`src/common/nirm_params.svh`:
```
// Contract
// - hardware reset clears both identifier registers to zero, which is not a legal identifier.
// - with an eeprom present, the upper identifier is filled from the eeprom port after pci reset.
// - without an eeprom, the upper identifier is taken from a config write at 0x70 or 0x80.
// - once either load method completes, the identifier registers become read only.
// - without an eeprom, the lower identifier is taken from a config write at 0x74 or 0x84.
// - a rom window quadlet read maps to host address base plus the low ten offset bits.
// - bits 9:0 of the rom mapping register always read as zero.
// - a posted write that fails records its error information in the two capture registers.
// - the low capture register takes the lower 32 bits of the failed destination offset.
// - the high capture register bits 31:16 take the failed requester bus and node number.
// - the high capture register bits 15:0 take the upper 16 bits of the failed offset.
// - the maker identification register reads a constant and ignores writes.
// - the link active flag is bit 17 of the host controller control register.
`ifndef NIRM_PARAMS_SVH
`define NIRM_PARAMS_SVH
`define NIRM_OFS_ID_UPPER 8'h24
`define NIRM_OFS_ID_LOWER 8'h28
`define NIRM_OFS_ROM_MAP 8'h34
`define NIRM_OFS_FAIL_LOW 8'h38
`define NIRM_OFS_FAIL_HIGH 8'h3c
`define NIRM_OFS_MAKER 8'h40
`define NIRM_CFG_ID_UPPER 8'h70
`define NIRM_CFG_ID_LOWER 8'h74
`define NIRM_CFG_ID_UPPER_ALT 8'h80
`define NIRM_CFG_ID_LOWER_ALT 8'h84
`define NIRM_ROM_WIN_LO 48'hffff_f000_0400
`define NIRM_ROM_WIN_HI 48'hffff_f000_07ff
`define NIRM_ROM_LSB 10
`define NIRM_LINK_ACTIVE_BIT 17
`define NIRM_ID_RESET 32'h0000_0000
`define NIRM_ROM_RESET 32'h0000_0000
// arbitrary neutral value
`define NIRM_MAKER_VALUE 32'h6c2e_91d4
`endif

```
`src/common/nirm_pkg.sv`:
```
package nirm_pkg;
  typedef enum logic [1:0] {
    NIRM_OPEN,
    NIRM_LOCKED
  } nirm_load_t;

  typedef struct packed {
    logic [31:0] id_upper;
    logic [31:0] id_lower;
    logic upper_done;
    logic lower_done;
    nirm_load_t load_st;
    logic [21:0] rom_base;
    logic [31:0] fail_low;
    logic [31:0] fail_high;
    logic [31:0] rd_data;
    logic rd_valid;
    logic [31:0] rom_haddr;
    logic rom_hvalid;
    logic rom_miss;
    logic link_active_warn;
  } nirm_state_t;

  typedef struct packed {
    logic s1;
    logic s2;
  } nirm_sync_t;
endpackage

```
`src/design/nirm_sync.sv`:
```
`timescale 1ns/1ps
`include "nirm_params.svh"
module nirm_sync (
  input wire logic clk,
  input wire logic arst_n,
  input wire logic d,
  output logic q
);
  nirm_pkg::nirm_sync_t st_r;
  nirm_pkg::nirm_sync_t st_nxt;

  // first stage is read only by the second
  always_comb begin
    st_nxt.s1 = d;
    st_nxt.s2 = st_r.s1;
  end

  always_ff @(posedge clk or negedge arst_n) begin
    if (!arst_n) begin
      st_r <= '0;
    end else begin
      st_r <= st_nxt;
    end
  end

  assign q = st_r.s2;
endmodule

```
`src/design/nirm_regs.sv`:
```
`timescale 1ns/1ps
`include "nirm_params.svh"
module nirm_regs (
  input wire logic clk,
  input wire logic arst_n,
  input wire logic pci_rst_n,
  input wire logic eeprom_present,
  input wire logic ee_upper_valid,
  input wire logic [31:0] ee_upper_data,
  input wire logic ee_lower_valid,
  input wire logic [31:0] ee_lower_data,
  input wire logic cfg_wr,
  input wire logic [7:0] cfg_addr,
  input wire logic [31:0] cfg_wdata,
  input wire logic reg_wr,
  input wire logic reg_rd,
  input wire logic [7:0] reg_addr,
  input wire logic [31:0] reg_wdata,
  input wire logic rom_rd,
  input wire logic [47:0] rom_offset,
  input wire logic pw_fail,
  input wire logic [47:0] pw_fail_offset,
  input wire logic [15:0] pw_fail_source,
  input wire logic [31:0] host_ctrl,
  output logic [31:0] reg_rdata,
  output logic reg_rvalid,
  output logic [31:0] rom_host_addr,
  output logic rom_host_valid,
  output logic rom_read_miss,
  output logic [31:0] global_unique_identifier_hi,
  output logic [31:0] global_unique_identifier_lo,
  output logic identifier_locked,
  output logic id_invalid_while_active
);
  nirm_pkg::nirm_state_t st_r;
  nirm_pkg::nirm_state_t st_nxt;
  logic pci_rst_sync;
  logic pci_rst_prev_r;
  logic pci_rel;
  logic ee_present_s;
  logic link_active_flag;

  // the pci reset and eeprom strap come from outside this clock
  nirm_sync u_sync_rst (
    .clk(clk),
    .arst_n(arst_n),
    .d(pci_rst_n),
    .q(pci_rst_sync)
  );

  nirm_sync u_sync_ee (
    .clk(clk),
    .arst_n(arst_n),
    .d(eeprom_present),
    .q(ee_present_s)
  );

  always_ff @(posedge clk or negedge arst_n) begin
    if (!arst_n) begin
      pci_rst_prev_r <= 1'b0;
    end else begin
      pci_rst_prev_r <= pci_rst_sync;
    end
  end

  assign pci_rel = pci_rst_sync & ~pci_rst_prev_r;
  assign link_active_flag = host_ctrl[`NIRM_LINK_ACTIVE_BIT];

  function automatic logic is_upper_cfg(input logic [7:0] a);
    is_upper_cfg = (a == `NIRM_CFG_ID_UPPER) || (a == `NIRM_CFG_ID_UPPER_ALT);
  endfunction

  function automatic logic is_lower_cfg(input logic [7:0] a);
    is_lower_cfg = (a == `NIRM_CFG_ID_LOWER) || (a == `NIRM_CFG_ID_LOWER_ALT);
  endfunction

  function automatic logic in_rom_window(input logic [47:0] o);
    in_rom_window = (o >= `NIRM_ROM_WIN_LO) && (o <= `NIRM_ROM_WIN_HI);
  endfunction

  always_comb begin
    st_nxt = st_r;
    st_nxt.rd_valid = 1'b0;
    st_nxt.rom_hvalid = 1'b0;
    st_nxt.rom_miss = 1'b0;
    case (st_r.load_st)
      nirm_pkg::NIRM_OPEN: begin
        if (ee_present_s) begin
          if (ee_upper_valid && !st_r.upper_done) begin
            st_nxt.id_upper = ee_upper_data;
            st_nxt.upper_done = 1'b1;
          end
          if (ee_lower_valid && !st_r.lower_done) begin
            st_nxt.id_lower = ee_lower_data;
            st_nxt.lower_done = 1'b1;
          end
        end else if (cfg_wr) begin
          if (is_upper_cfg(cfg_addr) && !st_r.upper_done) begin
            st_nxt.id_upper = cfg_wdata;
            st_nxt.upper_done = 1'b1;
          end
          if (is_lower_cfg(cfg_addr) && !st_r.lower_done) begin
            st_nxt.id_lower = cfg_wdata;
            st_nxt.lower_done = 1'b1;
          end
        end
        // a register lasts one load; both halves loaded closes the path
        if (st_nxt.upper_done && st_nxt.lower_done) begin
          st_nxt.load_st = nirm_pkg::NIRM_LOCKED;
        end
      end
      nirm_pkg::NIRM_LOCKED: begin
        st_nxt.load_st = nirm_pkg::NIRM_LOCKED;
      end
      default: begin
        st_nxt.load_st = nirm_pkg::NIRM_LOCKED;
      end
    endcase
    if (pci_rel) begin
      st_nxt.load_st = nirm_pkg::NIRM_OPEN;
      st_nxt.upper_done = 1'b0;
      st_nxt.lower_done = 1'b0;
    end
    if (reg_wr && reg_addr == `NIRM_OFS_ROM_MAP) begin
      st_nxt.rom_base = reg_wdata[31:`NIRM_ROM_LSB];
    end
    if (pw_fail) begin
      st_nxt.fail_low = pw_fail_offset[31:0];
      st_nxt.fail_high = {pw_fail_source, pw_fail_offset[47:32]};
    end
    if (rom_rd) begin
      if (in_rom_window(rom_offset)) begin
        st_nxt.rom_haddr = {st_r.rom_base, 10'h000} + {22'h000000, rom_offset[9:0]};
        st_nxt.rom_hvalid = 1'b1;
      end else begin
        st_nxt.rom_miss = 1'b1;
      end
    end
    if (reg_rd) begin
      st_nxt.rd_valid = 1'b1;
      case (reg_addr)
        `NIRM_OFS_ID_UPPER: st_nxt.rd_data = st_r.id_upper;
        `NIRM_OFS_ID_LOWER: st_nxt.rd_data = st_r.id_lower;
        `NIRM_OFS_ROM_MAP: st_nxt.rd_data = {st_r.rom_base, 10'h000};
        `NIRM_OFS_FAIL_LOW: st_nxt.rd_data = st_r.fail_low;
        `NIRM_OFS_FAIL_HIGH: st_nxt.rd_data = st_r.fail_high;
        `NIRM_OFS_MAKER: st_nxt.rd_data = `NIRM_MAKER_VALUE;
        default: st_nxt.rd_data = 32'h0000_0000;
      endcase
    end
    // flags a broken promise from outside rather than fixing it
    st_nxt.link_active_warn = link_active_flag &&
      (st_r.id_upper == `NIRM_ID_RESET || st_r.id_lower == `NIRM_ID_RESET);
  end

  always_ff @(posedge clk or negedge arst_n) begin
    if (!arst_n) begin
      st_r <= '0;
      st_r.id_upper <= `NIRM_ID_RESET;
      st_r.id_lower <= `NIRM_ID_RESET;
      st_r.rom_base <= 22'(`NIRM_ROM_RESET >> `NIRM_ROM_LSB);
      st_r.load_st <= nirm_pkg::NIRM_LOCKED;
    end else begin
      st_r <= st_nxt;
    end
  end

  assign reg_rdata = st_r.rd_data;
  assign reg_rvalid = st_r.rd_valid;
  assign rom_host_addr = st_r.rom_haddr;
  assign rom_host_valid = st_r.rom_hvalid;
  assign rom_read_miss = st_r.rom_miss;
  assign global_unique_identifier_hi = st_r.id_upper;
  assign global_unique_identifier_lo = st_r.id_lower;
  assign identifier_locked = (st_r.load_st == nirm_pkg::NIRM_LOCKED);
  assign id_invalid_while_active = st_r.link_active_warn;
endmodule

```
`config.mk`:
```
export PLATFORM = sky130hd
export DESIGN_NAME = nirm_regs
export DESIGN_NICKNAME = d
export VERILOG_FILES = /design/src/common/nirm_pkg.sv /design/src/design/nirm_sync.sv /design/src/design/nirm_regs.sv
export VERILOG_INCLUDE_DIRS = /design/src /design/src/common
export SDC_FILE = /design/constraint.sdc
export NUM_CORES = 1
export LEC_CHECK = 0
export BUFFER_PORTS_ARGS = -buffer_cell sky130_fd_sc_hd__buf_2
export CORE_ASPECT_RATIO = 2
export CORE_MARGIN = 2
export CORE_UTILIZATION = 40
export CTS_CLUSTER_DIAMETER = 120
export DETAILED_ROUTE_END_ITERATION = 10
export GPL_TIMING_DRIVEN = 0
export PLACE_DENSITY = 0.67
export SYNTH_ARGS = -nofsm -noshare
export SYNTH_HDL_FRONTEND = slang
export SYNTH_HIERARCHICAL = 1
export SYNTH_SLANG_ARGS = --single-unit
```
`constraint.sdc`:
```
create_clock -name clk -period 2 [get_ports clk]
set_input_delay 0.4 -clock clk [delete_from_list [all_inputs] [get_ports clk]]
set_output_delay 0.4 -clock clk [all_outputs]
set_load 0.1 [all_outputs]
```
==> impl_metrics.ini <==
[cells_and_area]
syn2layout_area_growth_pct = 30.1
nets = 1718
drive_gt1_frac = 0.520
fillCellCount = 2586
fin_area_mm2 = 0.0148
layout.cells.most_common = buf_2
final_cell_mix = buf_2, dfrtp_1, buf_4
stdcell_count = 1797

[min_path]
hold_path_class = input pin to flop
hold_start = reg_rd
holdPathStages = 1

[die]
die_height_um = 242
dieWidth_um = 123
die_area_mm2 = 0.0298
rows = 87
initial_core_util = 0.404
core_area_mm2 = 0.0281
io_pins = 432

[clock_network]
cts.sinks = 226
clk_pin_slew_ps = 60
clockRootBuffer = clkbuf_16
cts_tree = done
cts_buffers = 22
clkLatencyLatePin_ps = 520
htree_levels = 1
cts_max_path_buffers = 3

[drt]
ant_nets = 0
dr_wl_met2_um = 24400
first_pass_iters = 6
m1WireLength_um = 13900
top_layer = met5
wl_met3_um = 2580
drc_errors = 0
wl_um = 43400
viasPerCell = 5.39
drt_iter0_drc = 510
route.vias.total = 9694
wl_per_cell_um = 24.1

[global_routing]
antenna_found_initial = 8
grt_first_pass_wirelength_um = 62500
grt_max_degree = 119
grt_util_all_layers = 0.287
overflow = 0
grt_pass1_vias = 10000

[logic_synthesis]
synth-warning-count = 6
ys_ff_latch = 226
synth_nets = 1299
seq_area_frac_synth = 0.498
syn_avg_cell_area_um2 = 11.4
synth_area_leaders = dfrtp_1, mux2_2, buf_4
yosysUniqueCellTypes = 56
synth_edf_count = 0
synth_area_mm2 = 0.0114
synth_top_area_share = 0.496
synth-async-reset-ratio = 1.00
synth_top_area_cell = dfrtp_1
synthFlopType = dfrtp_1
synthCells = 1000

[power_and_ir_drop]
ir_drop_mv = 0.969
power.total_mw = 18.0
powerDensity_mw_per_mm2 = 1220
leakage_nw = 7.45

[timing]
timing.fmax_mhz = 507
period_minus_slack_ps = 1970
tightest_slew_ps = 1030
setup_viol = 0
rsz0062_at_grt = no
hold_viol = 0
slew_violations = 0
skew_ps = 8.62
min_period_over_period = 0.986
relSlewSlack = 0.314
setup_tns_ps = 0

[setup_path]
cp_num_buf_inv = 2
critPathKind = flop to output pin
r2r_start = u_sync_ee/q
cp_max_fo = 4
end_kind = output pin
cp-start-kind = flop
path_cells = buf_4 > buf_2
max_stage_delay_ps = 480
critical_path.top_delay_family = buffers and inverters
critPathLaunch = global_unique_identifier_lo[6]
slowest_stage = dfrtp_1
path_depth = 2
required_ps = 1600
arrival_ps = 1570
r2r_cells = 5

[job]
maxCapViolations = 0

[place]
dp_cells = 1745
dpl-instance-area_mm2 = 0.0138
post-dp-hpwl_um = 34600
io_buffer_count = 388
gp_congestion = 0.886

[run_status]
status = finished, final reports clean
==> cells by family (layout without fill, tap and decap cells) <==
| family | count (synthesis) | count (layout) | share of synthesized area |
|---|---|---|---|
| flops | 226 | 226 | 0.498 |
| simple gates | 179 | 179 | 0.0814 |
| compound gates | 246 | 246 | 0.153 |
| mux | 148 | 148 | 0.155 |
| other cells | 0 | 7 | 0 |
| buf+inv | 201 | 635 | 0.113 |
==> per-layer routing <==
| layer | track usage | up-vias |
|---|---|---|
| li1 | - | 4410 |
| met3 | 0.0421 | 120 |
| met5 | 0 | - |
| met2 | 0.547 | 445 |
| met1 | 0.282 | 4717 |
| met4 | 0.163 | 2 |
==> flip-flops by register name (all words and copies together), names as in the netlist <==
register,count
u_sync_ee/st_nxt,1
reg_rdata,32
u_sync_rst/st_nxt,1
global_unique_identifier_lo,32
global_unique_identifier_hi,32
reg_rvalid,1
u_sync_rst/q,1
u_sync_ee/q,1
rom_host_valid,1
pci_rst_prev_r,1
rom_read_miss,1
rom_host_addr,32
id_invalid_while_active,1
st_r,89
==> timing repair <==
item	CTS	global route
gates resized for setup	31	31
pin swaps	0	1
endpoints found under the setup margin	102	56
hold buffers	3	0
setup buffers	0	3
hold endpoints to repair	61	0
==> final cells by class <==
cell class / instances / area (um^2) / area share
tap: 356 / 445 / 0.0301
sequential: 226 / 5660 / 0.383
inverter: 8 / 30.0 / 0.00203
clock buffer: 33 / 683 / 0.0462
multi-input combinational: 573 / 4460 / 0.302
timing repair buffer: 395 / 2090 / 0.142
antenna: 7 / 17.5 / 0.00119
buffer: 193 / 1280 / 0.0865
clock inverter: 6 / 108 / 0.00728
==> path summary, 6_finish.rpt <==
path                                                    to  slack, ps
min                                             reg_rvalid         50
max in group asynchronous   global_unique_identifier_hi[5]        340
min in group asynchronous                rom_host_addr[27]        510
max reg2reg                global_unique_identifier_hi[23]        160
min reg2reg                                   u_sync_rst/q        360
max                         global_unique_identifier_lo[6]         30
==> cell usage after synthesis, types with 2 or more instances <==
cell,n
a2111oi_4,2
a211oi_1,4
a21boi_0,2
a21oi_1,14
a221oi_1,19
a222oi_1,4
a22o_1,5
a22oi_1,77
a2bb2oi_1,2
a31oi_1,2
and2_1,4
buf_1,5
buf_2,18
buf_4,129
buf_6,3
clkbuf_1,38
dfrtp_1,225
inv_1,7
mux2_2,103
mux2_4,29
mux2i_1,16
nand2_1,76
nand3_1,17
nand4_1,15
nand4b_1,3
nor2_1,16
nor2b_1,6
nor3_1,2
nor4_1,19
nor4b_1,3
o21ai_0,17
o21ai_1,56
o21ai_2,2
o21bai_1,3
o22ai_1,6
o2bb2ai_1,24
o31ai_1,2
o32ai_1,2
or2_2,2
or3_1,5
==> where the power goes <==
part           switching, mW  internal [mW]  leakage (nW)
clock network           1.87           2.74         0.388
logic                   5.19           1.84          4.16
registers               1.12           5.23          2.91
total                   8.17           9.82          7.45
==> stage by stage <==
stage,setup WS [ps],hold slack [ps],utilization
finish,27.1,47.1,0.526
global route,0.379,33.4,0.526
CTS,0.541,24.7,0.523
detailed placement,-1080,346,0.491
global placement,-3490,333,0.489
floorplan,11.0,104,-
==> worst register-to-register path, stage by stage, from the launching register on <==
cell and delay (ps):
dfrtp_1 480, nor2b_1 250, clkbuf_2 320, clkbuf_1 430
a22oi_1 140, o21ai_1 160
Power figures use the tool's default switching activity.
